`config.mk`:
```
export PLATFORM = sky130hd
export DESIGN_NAME = ucmt_top
export DESIGN_NICKNAME = d
export VERILOG_FILES = /design/src/design/ucmt_pkg.sv /design/src/design/ucmt_fifo_if.sv /design/src/design/ucmt_top.sv /design/src/design/ucmt_fifo.sv /design/src/design/ucmt_bit_timer.sv
export SDC_FILE = /design/constraint.sdc
export NUM_CORES = 1
export LEC_CHECK = 0
export BUFFER_PORTS_ARGS = -buffer_cell sky130_fd_sc_hd__buf_4
export CAP_MARGIN = 20
export CORE_UTILIZATION = 58
export CTS_BUF_LIST = sky130_fd_sc_hd__clkbuf_4 sky130_fd_sc_hd__clkbuf_8 sky130_fd_sc_hd__clkbuf_16
export DETAILED_ROUTE_END_ITERATION = 8
export HOLD_SLACK_MARGIN = 0.08
export PLACE_DENSITY = 0.79
export SKIP_CTS_REPAIR_TIMING = 1
export SYNTH_ARGS = -nofsm -noshare
export SYNTH_HDL_FRONTEND = slang
export SYNTH_SLANG_ARGS = --single-unit
export TNS_END_PERCENT = 20
```
`constraint.sdc`:
```
create_clock -name clk_sys -period 9.7 [get_ports clk_sys]
set_input_delay 0.97 -clock clk_sys [delete_from_list [all_inputs] [get_ports clk_sys]]
set_output_delay 0.97 -clock clk_sys [all_outputs]
set_load 0.01 [all_outputs]
```
`src/design/ucmt_pkg.sv`:
```
// Purpose: Shared constants and types of the async serial unit
// Assumes: 8-bit register port, one system clock
// Notes:   Field positions and codes of the mode register are gathered here
package ucmt_pkg;
	// --------------------------------------------------
	// Register addresses
	// --------------------------------------------------
	localparam logic [15:0] ADDR_MODE = 16'hFF90;
	localparam logic [15:0] ADDR_RX_ERR = 16'hFF91;
	localparam logic [15:0] ADDR_TX_STAT = 16'hFF92;
	localparam logic [15:0] ADDR_TX_BUF = 16'hFF93;
	localparam logic [15:0] ADDR_RX_BUF = 16'hFF94;
	localparam logic [15:0] ADDR_CLK_SEL = 16'hFF96;
	localparam logic [15:0] ADDR_DIVISOR = 16'hFF97;
	localparam logic [15:0] ADDR_CONTROL = 16'hFF98;
	// --------------------------------------------------
	// Reset values
	// --------------------------------------------------
	localparam logic [7:0] MODE_RST = 8'h01;
	localparam logic [7:0] CONTROL_RST = 8'h16;
	localparam logic [7:0] DIVISOR_RST = 8'hFF;
	localparam logic [3:0] CLK_SEL_RST = 4'h0;
	// --------------------------------------------------
	// Field positions
	// --------------------------------------------------
	localparam int MODE_POWER = 7;
	localparam int MODE_TXE = 6;
	localparam int MODE_RXE = 5;
	localparam int MODE_PS_HI = 4;
	localparam int MODE_PS_LO = 3;
	localparam int MODE_CL = 2;
	localparam int MODE_SL = 1;
	localparam int MODE_ISRM = 0;
	localparam int CTL_BRF = 7;
	localparam int CTL_BRT = 6;
	localparam int CTL_DIR = 1;
	localparam int CTL_INV = 0;
	localparam int ERR_PARITY = 2;
	localparam int ERR_FRAMING = 1;
	localparam int ERR_OVERRUN = 0;
	localparam int STAT_BUF_FULL = 1;
	localparam int STAT_SHIFTING = 0;
	// --------------------------------------------------
	// Parity select codes and sizes
	// --------------------------------------------------
	localparam logic [1:0] PAR_NONE = 2'h0;
	localparam logic [1:0] PAR_ZERO = 2'h1;
	localparam logic [1:0] PAR_ODD = 2'h2;
	localparam logic [1:0] PAR_EVEN = 2'h3;
	localparam int DATA_W = 8;
	localparam int FIFO_DEPTH = 16;

	typedef enum logic [2:0] {TX_IDLE, TX_START, TX_DATA, TX_PAR, TX_STOP}
		ucmt_tx_state_t;
	typedef enum logic [2:0] {RX_IDLE, RX_START, RX_DATA, RX_PAR, RX_STOP}
		ucmt_rx_state_t;

	// Parity bit present in the frame
	function automatic logic ucmt_has_parity(input logic [1:0] ps);
		return ps != PAR_NONE;
	endfunction
endpackage

```
`src/design/ucmt_fifo_if.sv`:
```
// Purpose: Valid/ready carrier between the unit and its buffer
// Assumes: Single clock domain
// Notes:   One push side, one pop side
`timescale 1ns/100ps
`default_nettype none
interface ucmt_fifo_if #(parameter int W = 8);
	logic push_valid;
	logic push_ready;
	logic [W-1:0] push_data;
	logic pop_valid;
	logic pop_ready;
	logic [W-1:0] pop_data;
	modport fill(output push_valid, output push_data, input push_ready);
	modport drain(input pop_valid, input pop_data, output pop_ready);
	modport store(input push_valid, input push_data, input pop_ready,
		output push_ready, output pop_valid, output pop_data);
endinterface
`default_nettype wire

```
`src/design/ucmt_top.sv`:
```
// Purpose: Async serial unit with mode control, transmit and receive
// Assumes: CPU register port on clk_sys, 200 MHz
// Notes:   Power bit off holds the whole serial core in reset
// How it works
// - Power off stops prescaler, resets serial core
// - Transmit enable off resets transmit side
// - Receive enable off resets receive side
// - Power off drives output high, input high
// - Power off clears status, break bits, buffer
// - Mode bits all zero: unit stopped, pins freed
// - Frame: start, 7/8 data, parity, 1/2 stop
// - Direction bit picks MSB or LSB first
// - Invert bit inverts the output pin
// - Even parity: generate even, flag odd count
// - Odd parity: generate odd, flag even count
// - Zero parity: send zero, never check
// - No parity: no parity bit, no error
// - Buffer write while enabled starts a frame
// - Buffer copies into shift register, then shifts
// - Done pulse right after last stop bit
// - Transmitter idles until the buffer holds a word
`timescale 1ns/100ps
`default_nettype none
module ucmt_top (
	input wire logic clk_sys,
	input wire logic reset,
	input wire logic [15:0] reg_addr,
	input wire logic reg_wr_en,
	input wire logic [7:0] reg_wr_data,
	input wire logic reg_rd_en,
	output logic [7:0] reg_rd_data,
	output logic tx_buf_ready,
	output logic serial_output_pin,
	output logic tx_pin_owned,
	output logic rx_pin_owned,
	input wire logic serial_input_pin,
	output logic transmit_done_irq,
	output logic receive_done_irq,
	output logic receive_error_irq
);
	import ucmt_pkg::*;

	// --------------------------------------------------
	// Registers and mode decode
	// --------------------------------------------------
	logic [7:0] mode_q;
	logic [7:0] divisor_q;
	logic [3:0] clk_sel_q;
	logic [4:0] ctl_q;
	logic brf_q;
	logic [2:0] err_q;
	logic [7:0] rx_buf_q;
	logic rx_full_q;
	logic [7:0] rd_mux;
	logic rst_int;
	logic txe;
	logic rxe;
	logic [1:0] ps;
	logic len8;
	logic two_stop;
	logic lsb_first;
	logic wr_mode;
	logic rd_err;
	logic rd_rxb;

	// Power bit drives the core's asynchronous reset
	assign rst_int = reset || !mode_q[MODE_POWER];
	assign txe = mode_q[MODE_TXE];
	assign rxe = mode_q[MODE_RXE];
	// Field decodes; codes live in the package
	assign ps = {mode_q[MODE_PS_HI], mode_q[MODE_PS_LO]};
	assign len8 = mode_q[MODE_CL];
	assign two_stop = mode_q[MODE_SL];
	assign lsb_first = ctl_q[CTL_DIR];
	assign wr_mode = reg_wr_en && (reg_addr == ADDR_MODE);
	assign rd_err = reg_rd_en && (reg_addr == ADDR_RX_ERR);
	assign rd_rxb = reg_rd_en && (reg_addr == ADDR_RX_BUF);
	// Pins belong to the unit only while it is enabled
	assign tx_pin_owned = mode_q[MODE_POWER] && txe;
	assign rx_pin_owned = mode_q[MODE_POWER] && rxe;

	// Configuration registers live outside the power reset
	always_ff @(posedge clk_sys or posedge reset) begin
		if (reset) begin
			mode_q <= MODE_RST;
			divisor_q <= DIVISOR_RST;
			clk_sel_q <= CLK_SEL_RST;
			ctl_q <= CONTROL_RST[4:0];
		end else if (reg_wr_en) begin
			case (reg_addr)
				ADDR_MODE: mode_q <= reg_wr_data;
				ADDR_DIVISOR: divisor_q <= reg_wr_data;
				ADDR_CLK_SEL: clk_sel_q <= reg_wr_data[3:0];
				ADDR_CONTROL: ctl_q <= reg_wr_data[4:0];
				default: ;
			endcase
		end
	end

	// Break flag: set by its trigger, cleared by power or receive enable off
	always_ff @(posedge clk_sys or posedge rst_int) begin
		if (rst_int)
			brf_q <= 1'b0;
		else if (!rxe)
			brf_q <= 1'b0;
		else if (reg_wr_en && reg_addr == ADDR_CONTROL && reg_wr_data[CTL_BRT])
			brf_q <= 1'b1;
	end

	// --------------------------------------------------
	// Base clock prescaler
	// --------------------------------------------------
	logic [11:0] presc_q;
	logic [11:0] presc_mask;
	logic base_tick;

	// Held at zero while power is off, so no ticks come out unless clock select is 0, which ticks every cycle
	always_ff @(posedge clk_sys or posedge rst_int) begin
		if (rst_int)
			presc_q <= '0;
		else
			presc_q <= presc_q + 12'h001;
	end

	assign presc_mask = 12'((13'h0001 << clk_sel_q) - 13'h0001);
	assign base_tick = ((presc_q & presc_mask) == presc_mask);

	// --------------------------------------------------
	// Transmit buffer and transmitter
	// --------------------------------------------------
	ucmt_fifo_if #(.W(DATA_W)) tx_fifo ();
	ucmt_tx_state_t tx_state_q;
	logic [7:0] tx_shift_q;
	logic tx_par_q;
	logic tx_line_q;
	logic [2:0] tx_cnt_q;
	logic tx_stop2_q;
	logic tx_mid;
	logic tx_end;
	logic tx_load;
	logic [7:0] tx_word;
	logic [7:0] tx_next;
	logic tx_out;
	logic tx_out_next;
	logic [2:0] last_bit;

	// Writes land in the buffer only while transmit is enabled
	assign tx_fifo.push_valid = reg_wr_en && (reg_addr == ADDR_TX_BUF)
		&& txe;
	assign tx_fifo.push_data = reg_wr_data;
	assign tx_buf_ready = tx_fifo.push_ready;
	assign tx_fifo.pop_ready = txe && (tx_state_q == TX_IDLE);
	assign tx_load = tx_fifo.pop_ready && tx_fifo.pop_valid;
	// Seven-bit MSB-first words are pre-aligned to the top bit
	assign tx_word = (len8 || lsb_first) ? tx_fifo.pop_data
		: {tx_fifo.pop_data[6:0], 1'b0};
	assign last_bit = len8 ? 3'h7 : 3'h6;
	assign tx_out = lsb_first ? tx_shift_q[0] : tx_shift_q[7];
	assign tx_next = lsb_first ? {1'b0, tx_shift_q[7:1]}
		: {tx_shift_q[6:0], 1'b0};
	assign tx_out_next = lsb_first ? tx_next[0] : tx_next[7];

	ucmt_fifo #(.W(DATA_W), .DEPTH(FIFO_DEPTH)) u_tx_fifo (
		.clk_sys(clk_sys),
		.reset(rst_int),
		.flush(!txe),
		.f(tx_fifo)
	);

	ucmt_bit_timer u_tx_timer (
		.clk_sys(clk_sys),
		.reset(rst_int),
		.restart(tx_load),
		.base_tick(base_tick),
		.divisor(divisor_q),
		.mid(tx_mid),
		.bit_end(tx_end)
	);

	// Frame sequencer; line level is the un-inverted bit on air
	always_ff @(posedge clk_sys or posedge rst_int) begin
		if (rst_int) begin
			tx_state_q <= TX_IDLE;
			tx_shift_q <= '0;
			tx_par_q <= 1'b0;
			tx_line_q <= 1'b1;
			tx_cnt_q <= '0;
			tx_stop2_q <= 1'b0;
		end else if (!txe) begin
			tx_state_q <= TX_IDLE;
			tx_line_q <= 1'b1;
			tx_cnt_q <= '0;
			tx_stop2_q <= 1'b0;
		end else begin
			case (tx_state_q)
				TX_IDLE: begin
					if (tx_load) begin
						tx_shift_q <= tx_word;
						// Parity over the word, masked to its length
						tx_par_q <= (ps == PAR_EVEN) ?
							^(tx_fifo.pop_data & {len8, 7'h7F}) :
							(ps == PAR_ODD) ?
							~^(tx_fifo.pop_data & {len8, 7'h7F}) :
							1'b0;
						tx_line_q <= 1'b0;
						tx_cnt_q <= '0;
						tx_stop2_q <= 1'b0;
						tx_state_q <= TX_START;
					end
				end
				TX_START: begin
					if (tx_end) begin
						tx_line_q <= tx_out;
						tx_state_q <= TX_DATA;
					end
				end
				TX_DATA: begin
					if (tx_end) begin
						tx_shift_q <= tx_next;
						if (tx_cnt_q == last_bit) begin
							if (ucmt_has_parity(ps)) begin
								tx_line_q <= tx_par_q;
								tx_state_q <= TX_PAR;
							end else begin
								tx_line_q <= 1'b1;
								tx_state_q <= TX_STOP;
							end
						end else begin
							tx_line_q <= tx_out_next;
							tx_cnt_q <= tx_cnt_q + 3'h1;
						end
					end
				end
				TX_PAR: begin
					if (tx_end) begin
						tx_line_q <= 1'b1;
						tx_state_q <= TX_STOP;
					end
				end
				TX_STOP: begin
					if (tx_end) begin
						if (two_stop && !tx_stop2_q)
							tx_stop2_q <= 1'b1;
						else
							tx_state_q <= TX_IDLE;
					end
				end
				default: tx_state_q <= TX_IDLE;
			endcase
		end
	end

	// Done pulse on the edge that ends the last stop bit
	always_ff @(posedge clk_sys or posedge rst_int) begin
		if (rst_int)
			transmit_done_irq <= 1'b0;
		else
			transmit_done_irq <= txe && (tx_state_q == TX_STOP) && tx_end
				&& (!two_stop || tx_stop2_q);
	end

	// Pin flop: forced high under power-off reset
	always_ff @(posedge clk_sys or posedge rst_int) begin
		if (rst_int)
			serial_output_pin <= 1'b1;
		else
			serial_output_pin <= tx_line_q ^ ctl_q[CTL_INV];
	end

	// --------------------------------------------------
	// Receiver
	// --------------------------------------------------
	ucmt_rx_state_t rx_state_q;
	logic rx_sync1_q;
	logic rx_sync2_q;
	logic rx_prev_q;
	logic [7:0] rx_shift_q;
	logic [2:0] rx_cnt_q;
	logic rx_par_q;
	logic rx_fall;
	logic rx_start;
	logic rx_mid;
	logic rx_done;
	logic [7:0] rx_word;
	logic rx_par_err;
	logic [2:0] rx_err;

	// Two-flop synchroniser; power-off reset holds the view high
	always_ff @(posedge clk_sys or posedge rst_int) begin
		if (rst_int) begin
			rx_sync1_q <= 1'b1;
			rx_sync2_q <= 1'b1;
			rx_prev_q <= 1'b1;
		end else begin
			rx_sync1_q <= serial_input_pin;
			rx_sync2_q <= rx_sync1_q;
			rx_prev_q <= rx_sync2_q;
		end
	end

	assign rx_fall = rx_prev_q && !rx_sync2_q;
	assign rx_start = rxe && (rx_state_q == RX_IDLE) && rx_fall;
	assign rx_done = rxe && (rx_state_q == RX_STOP) && rx_mid;
	// LSB-first seven-bit words sit one place too high
	assign rx_word = (lsb_first && !len8) ? {1'b0, rx_shift_q[7:1]}
		: (len8 ? rx_shift_q : {1'b0, rx_shift_q[6:0]});
	assign rx_par_err = ((ps == PAR_EVEN) && (^{rx_word, rx_par_q}))
		|| ((ps == PAR_ODD) && !(^{rx_word, rx_par_q}));
	assign rx_err[ERR_PARITY] = rx_par_err;
	assign rx_err[ERR_FRAMING] = !rx_sync2_q;
	assign rx_err[ERR_OVERRUN] = rx_full_q;

	ucmt_bit_timer u_rx_timer (
		.clk_sys(clk_sys),
		.reset(rst_int),
		.restart(rx_start),
		.base_tick(base_tick),
		.divisor(divisor_q),
		.mid(rx_mid),
		.bit_end()
	);

	// Samples at mid-bit; only one stop bit is checked
	always_ff @(posedge clk_sys or posedge rst_int) begin
		if (rst_int) begin
			rx_state_q <= RX_IDLE;
			rx_shift_q <= '0;
			rx_cnt_q <= '0;
			rx_par_q <= 1'b0;
		end else if (!rxe) begin
			rx_state_q <= RX_IDLE;
			rx_cnt_q <= '0;
		end else begin
			case (rx_state_q)
				RX_IDLE: begin
					if (rx_start)
						rx_state_q <= RX_START;
				end
				RX_START: begin
					if (rx_mid) begin
						// A glitch shorter than half a bit is dropped
						rx_state_q <= rx_sync2_q ? RX_IDLE : RX_DATA;
						rx_cnt_q <= '0;
						rx_par_q <= 1'b0;
					end
				end
				RX_DATA: begin
					if (rx_mid) begin
						rx_shift_q <= lsb_first ? {rx_sync2_q, rx_shift_q[7:1]}
							: {rx_shift_q[6:0], rx_sync2_q};
						rx_cnt_q <= rx_cnt_q + 3'h1;
						if (rx_cnt_q == last_bit)
							rx_state_q <= ucmt_has_parity(ps) ? RX_PAR
								: RX_STOP;
					end
				end
				RX_PAR: begin
					if (rx_mid) begin
						rx_par_q <= rx_sync2_q;
						rx_state_q <= RX_STOP;
					end
				end
				RX_STOP: begin
					if (rx_mid)
						rx_state_q <= RX_IDLE;
				end
				default: rx_state_q <= RX_IDLE;
			endcase
		end
	end

	// Receive buffer; an overrun keeps the unread word
	always_ff @(posedge clk_sys or posedge rst_int) begin
		if (rst_int) begin
			rx_buf_q <= '0;
			rx_full_q <= 1'b0;
		end else if (rx_done && !rx_full_q) begin
			rx_buf_q <= rx_word;
			rx_full_q <= 1'b1;
		end else if (rd_rxb) begin
			rx_full_q <= 1'b0;
		end
	end

	// Error status clears on read; a new error wins over the read
	always_ff @(posedge clk_sys or posedge rst_int) begin
		if (rst_int)
			err_q <= '0;
		else if (rx_done)
			err_q <= (rd_err ? 3'h0 : err_q) | rx_err;
		else if (rd_err)
			err_q <= '0;
	end

	// Merge bit folds the error request into the done request
	always_ff @(posedge clk_sys or posedge rst_int) begin
		if (rst_int) begin
			receive_done_irq <= 1'b0;
			receive_error_irq <= 1'b0;
		end else begin
			receive_done_irq <= rx_done && (rx_err == 3'h0 || mode_q[MODE_ISRM]);
			receive_error_irq <= rx_done && (rx_err != 3'h0)
				&& !mode_q[MODE_ISRM];
		end
	end

	// --------------------------------------------------
	// Read port
	// --------------------------------------------------
	// Trigger bits always read back as zero
	always_comb begin
		rd_mux = 8'h00;
		case (reg_addr)
			ADDR_MODE: rd_mux = mode_q;
			ADDR_RX_ERR: rd_mux = {5'h00, err_q};
			ADDR_TX_STAT: begin
				rd_mux[STAT_BUF_FULL] = !tx_fifo.push_ready;
				rd_mux[STAT_SHIFTING] = (tx_state_q != TX_IDLE);
			end
			ADDR_RX_BUF: rd_mux = rx_buf_q;
			ADDR_CLK_SEL: rd_mux = {4'h0, clk_sel_q};
			ADDR_DIVISOR: rd_mux = divisor_q;
			ADDR_CONTROL: rd_mux = {brf_q, 2'b00, ctl_q};
			default: rd_mux = 8'h00;
		endcase
	end

	// Read data registered one edge after the strobe
	always_ff @(posedge clk_sys or posedge reset) begin
		if (reset)
			reg_rd_data <= 8'h00;
		else if (reg_rd_en)
			reg_rd_data <= rd_mux;
	end

	// Mode write while powered keeps the rest intact
	logic unused_ok;
	assign unused_ok = wr_mode;
endmodule
`default_nettype wire

```
`src/design/ucmt_fifo.sv`:
```
// Purpose: Transmit data buffer, first in first out
// Assumes: DEPTH is a power of two
// Notes:   Words sit in flops, so pop data comes from a register
`timescale 1ns/100ps
`default_nettype none
module ucmt_fifo #(
	parameter int W = 8,
	parameter int DEPTH = 16
) (
	input wire logic clk_sys,
	input wire logic reset,
	input wire logic flush,
	ucmt_fifo_if.store f
);
	localparam int AW = $clog2(DEPTH);
	logic [W-1:0] mem_q [DEPTH];
	logic [AW:0] wr_q;
	logic [AW:0] rd_q;
	logic full;
	logic empty;
	logic push;
	logic pop;

	// Extra pointer bit tells full from empty
	assign full = (wr_q[AW] != rd_q[AW]) && (wr_q[AW-1:0] == rd_q[AW-1:0]);
	assign empty = (wr_q == rd_q);
	assign push = f.push_valid && !full;
	assign pop = f.pop_ready && !empty;
	assign f.push_ready = !full;
	assign f.pop_valid = !empty;
	assign f.pop_data = mem_q[rd_q[AW-1:0]];

	// Pointers; flush empties the buffer in one edge
	always_ff @(posedge clk_sys or posedge reset) begin
		if (reset) begin
			wr_q <= '0;
			rd_q <= '0;
		end else if (flush) begin
			wr_q <= '0;
			rd_q <= '0;
		end else begin
			if (push)
				wr_q <= wr_q + (AW+1)'(1);
			if (pop)
				rd_q <= rd_q + (AW+1)'(1);
		end
	end

	// Storage has no reset; pointers guard stale words
	always_ff @(posedge clk_sys) begin
		if (push)
			mem_q[wr_q[AW-1:0]] <= f.push_data;
	end
endmodule
`default_nettype wire

```
`src/design/ucmt_bit_timer.sv`:
```
// Purpose: Times one serial bit from base clock ticks
// Assumes: divisor is 8 or more
// Notes:   One bit lasts twice the divisor in base ticks
`timescale 1ns/100ps
`default_nettype none
module ucmt_bit_timer (
	input wire logic clk_sys,
	input wire logic reset,
	input wire logic restart,
	input wire logic base_tick,
	input wire logic [7:0] divisor,
	output logic mid,
	output logic bit_end
);
	logic [8:0] cnt_q;
	logic [8:0] last;

	assign last = {divisor, 1'b0} - 9'h001;
	// Middle pulse is where the receiver samples
	assign mid = base_tick && !restart && (cnt_q == {1'b0, divisor} - 9'h001);
	assign bit_end = base_tick && !restart && (cnt_q == last);

	// Counter restarts on a frame edge
	always_ff @(posedge clk_sys or posedge reset) begin
		if (reset)
			cnt_q <= '0;
		else if (restart)
			cnt_q <= '0;
		else if (base_tick)
			cnt_q <= (cnt_q == last) ? 9'h000 : cnt_q + 9'h001;
	end
endmodule
`default_nettype wire

```
==> run summary <==
In this run, the number of DRC markers left after iteration 0 of detailed routing was 720. In this run the worst setup path begins at clk_sel_q[3]. The startpoint identified for the worst register-to-register timing path is clk_sel_q[3]. 44 I/O pins were placed.

From synthesis to final layout, the design area changed by 11.8%. In this run the most critical hold path is launched from rx_sync1_q. In this run, synthesis inferred 128 flip-flops with an integrated enable.

A synthesized cell averages 12.1 sq um. Of the synthesized area, sequential elements account for 56.5%. The number of slew-limit violations in the final report was 0; the clock latency on the worst-skew pair was 0.54 ns.

The run gives 0 as the number of setup violations in the final report. The final weighted congestion in routability-driven placement came out at 0.870. The first global-routing pass estimated 44.6 mm of wire. Global routing consumed, over all layers together, 26.1% of the routing resources.

The share of post-route cells with drive strength above 1 was 17.7%; the number of DRC violations after detailed routing was 0. The worst-case IR drop observed on VDD is 0.137 mV. Dividing the detail-routed via count by the number of cells gives 6.27. The clock arrives with 0.0184 ns of skew. For the final routed database, the setup TNS stands at 0 ns.

The run gives 1,021 as the post-synthesis cell count. Entering global routing, the biggest net connects 67 pins. The worst hold path terminates at rx_sync2_q. The initial antenna violation count was 0.

The class of the worst hold path was register to register. For this configuration, the core starts out at a cell density of 59.1%. The number of warnings printed during yosys synthesis is 0. The tools report the reg-to-reg critical path endpoint as rx_cnt_q[2]. The number of different library cells in the post-synthesis netlist was 70; the worst max-slew margin expressed relative to the limit was 31.8%.

For this design, the slowest cell found on the critical path is sky130_fd_sc_hd__nor4_4. The run gives 28 as the clock buffer count from CTS. Time the worst path needs with I/O delays and setup: 4.31 ns. Total power density per cell area: 177 nW/um^2. Among all flip-flop cells after synthesis, the most frequent one is sky130_fd_sc_hd__edfxtp_1.

At the pin with the least slew margin, the transition time is 1.01 ns. TritonCTS built the clock tree. Once detailed placement completed, the half-perimeter wirelength came to 18.3 mm. The met3 capacity usage during global routing was 4.94%. The required time at the worst-slack endpoint was 10.15 ns; the share of flip-flops with an asynchronous set or reset was 49.4%. The startpoint type of the worst setup path is a register.

Summed instance area of the synthesized netlist: 12,400 sq um. The fmax is 232 MHz. Synthesis produced a netlist with a net count of 1,062. The worst hold path depth was 0. The total number of H-tree levels was 1. The critical path is of the register to register type.

The global routing stage identified its most utilized layer as met2. Placeable core region: 21,000 sq um. By instance count, the cell type seen most on the critical path is sky130_fd_sc_hd__a21oi_1. Dividing the detail-routed wire length by the instance count gives 20.8 um.

After synthesis the netlist holds a flip-flop and latch count of 253. After layout, the worst path uses 44.4% of the clock period. The overall die height works out to 148 um.

The run finished with clean final reports. For this run, the share of the core covered by cells in the final layout is 66.0%. For the via count of the first global-routing pass, the log shows 8,085. The logs give 37.3% for the met1 track utilization from global routing and 1,090 for the total number of nets in the final design.

The remaining antenna violation count after routing is 0, and the met2 track demand over resource in global routing is 40.8%. Setup repair after global routing left no endpoint under its margin. The total of buffers placed on input and output ports came out at 43. After clock tree synthesis, the clock-pin slew on the worst setup and hold paths is 0.06 ns. Walking the worst path, the cells encountered are or4_1, ha_1, and3_1, o31ai_1, a21oi_1, a211oi_2, nand3_1, nor4_4, a21oi_1, a31oi_1. The logs give 0 for the reported max-cap violation count and 0 for the diode insertion count for antenna repair. The floorplan step defined a die boundary enclosing 21,900 sq um. The clock net sink count was 253; the total power was 2440 uW. The length of the first detailed-routing pass in iterations was 8. Across all hold checks on the routed design, the worst slack comes to 0.362 ns. STA puts the critical path data arrival time at 4.76 ns. Across all register-to-register paths, the minimum setup slack is 5.39 ns. The minimum setup slack in the final design came out at 5.39 ns. The tree is rooted in a sky130_fd_sc_hd__clkbuf_16. The worst setup path is captured at a register. The clock passes through at most 3 buffers. Total via count in the routed design: 8,434. In this design, the stage delay of the slowest critical-path cell is 0.89 ns. For the hold violation count in the final report, the log shows 0.

The tools report the final global-route overflow total as 0. The standby leakage power was 0.00541 uW; the cell count of the worst reg-to-reg path was 10. X dimension of the die: 148 um. The number of cell rows is 53, and the routed wire length is 27.9 mm.

Prior to clock tree synthesis, the placed netlist has a worst setup slack of 5.40 ns. The largest fanout of any net on the critical path works out to 19.
[metal layers]
metal	vias up	share of wire [%]
met5	-	0
met4	0	2.4
met3	60	6.7
met2	333	48
met1	4216	43
li1	3825	-
[registers in the layout, summed over array words and instances, names as in the netlist, 8 cells and up]
name / count
rx_buf_q: 8
u_rx_timer.cnt_q: 9
rx_shift_q: 8
divisor_q: 8
mode_q: 8
reg_rd_data: 8
u_tx_timer.cnt_q: 9
tx_shift_q: 8
presc_q: 12
u_tx_fifo.mem_q: 128
[logic make-up after synthesis]
logic type | after synthesis | synth area share (%)
compound gates | 188 | 10.1
xor+xnor | 82 | 6.42
fa+ha+maj | 12 | 1.21
buf+inv | 88 | 2.78
flops | 253 | 56.5
mux | 116 | 11.4
simple gates | 282 | 11.6
[report_power, final]
group / total, uW / leakage (uW) / internal (uW) / switching (uW)
Clock: 1070 / 0.000462 / 641 / 428
Sequential: 1210 / 0.00277 / 1160 / 51.5
Combinational: 161 / 0.00218 / 76.3 / 85.1
Total: 2440 / 0.00541 / 1880 / 564
[per-stage QoR]
stage | instance area (sq um) | cells
after CTS | 13800 | 1341
after floorplan | 12400 | 1021
after global placement | 12900 | 1289
final | 13800 | 1346
after detailed placement | 12900 | 1289
after global routing | 13800 | 1346
[placed cells by master, fill, tap and decap left out, types with 17 or more instances in the layout]
| master | netlist | final |
|---|---|---|
| sky130_fd_sc_hd__a21oi_1 | 29 | 29 |
| sky130_fd_sc_hd__xor2_1 | 27 | 27 |
| sky130_fd_sc_hd__nand3_1 | 20 | 20 |
| sky130_fd_sc_hd__clkbuf_16 | 0 | 29 |
| sky130_fd_sc_hd__o21ai_0 | 56 | 56 |
| sky130_fd_sc_hd__xnor2_1 | 49 | 49 |
| sky130_fd_sc_hd__edfxtp_1 | 128 | 128 |
| sky130_fd_sc_hd__nor2_1 | 56 | 56 |
| sky130_fd_sc_hd__mux2i_1 | 58 | 58 |
| sky130_fd_sc_hd__dfrtp_1 | 108 | 107 |
| sky130_fd_sc_hd__mux2_2 | 42 | 42 |
| sky130_fd_sc_hd__a221oi_1 | 25 | 25 |
| sky130_fd_sc_hd__nand2_1 | 98 | 98 |
| sky130_fd_sc_hd__buf_4 | 1 | 49 |
| sky130_fd_sc_hd__inv_1 | 33 | 33 |
| sky130_fd_sc_hd__dfstp_2 | 17 | 17 |
[final cells by class]
type / count / area (sq um)
Inverter: 33 / 124
Clock inverter: 18 / 175
Fill cell: 1543 / 7110
Clock buffer: 34 / 763
Multi-Input combinational cell: 680 / 5050
Timing Repair Buffer: 53 / 388
Tap cell: 275 / 344
Sequential cell: 253 / 6990
[worst max-delay path: cells and delay by family (launching register included)]
family / cells / cell delay [ns]
AOI/OAI and AO/OA: 5 / 1.15
adders and majority gates: 1 / 0.37
DFF: 1 / 0.54
and+or+nand+nor: 4 / 2.16
[Yosys cell counts, types with 14 or more instances]
library cell / count / area [sq um]
sky130_fd_sc_hd__a21oi_1: 29 / 145
sky130_fd_sc_hd__a221oi_1: 25 / 219
sky130_fd_sc_hd__and2_1: 16 / 100
sky130_fd_sc_hd__clkbuf_1: 44 / 165
sky130_fd_sc_hd__dfrtp_1: 108 / 2700
sky130_fd_sc_hd__dfstp_2: 17 / 447
sky130_fd_sc_hd__edfxtp_1: 128 / 3840
sky130_fd_sc_hd__inv_1: 33 / 124
sky130_fd_sc_hd__mux2_2: 42 / 473
sky130_fd_sc_hd__mux2i_1: 58 / 581
sky130_fd_sc_hd__mux4_2: 16 / 360
sky130_fd_sc_hd__nand2_1: 98 / 368
sky130_fd_sc_hd__nand3_1: 20 / 100
sky130_fd_sc_hd__nor2_1: 56 / 210
sky130_fd_sc_hd__nor3_1: 14 / 70.1
sky130_fd_sc_hd__o21ai_0: 56 / 280
sky130_fd_sc_hd__xnor2_1: 49 / 429
sky130_fd_sc_hd__xor2_1: 27 / 236
[worst max-delay path by stage]
stage / endpoint / cells after the start / slack [ns]
5_1_grt: rx_cnt_q[2] / 10 / 5.10
4_1_cts: rx_buf_q[2] / 10 / 5.43
3_3_place_gp: u_tx_fifo.mem_q[3][1] / 7 / 5.49
6_report: rx_cnt_q[2] / 10 / 5.39
2_1_floorplan: brf_q / 1 / 3.00
3_5_place_dp: u_tx_fifo.mem_q[3][0] / 7 / 5.40
(Power assumes the default switching activity.)
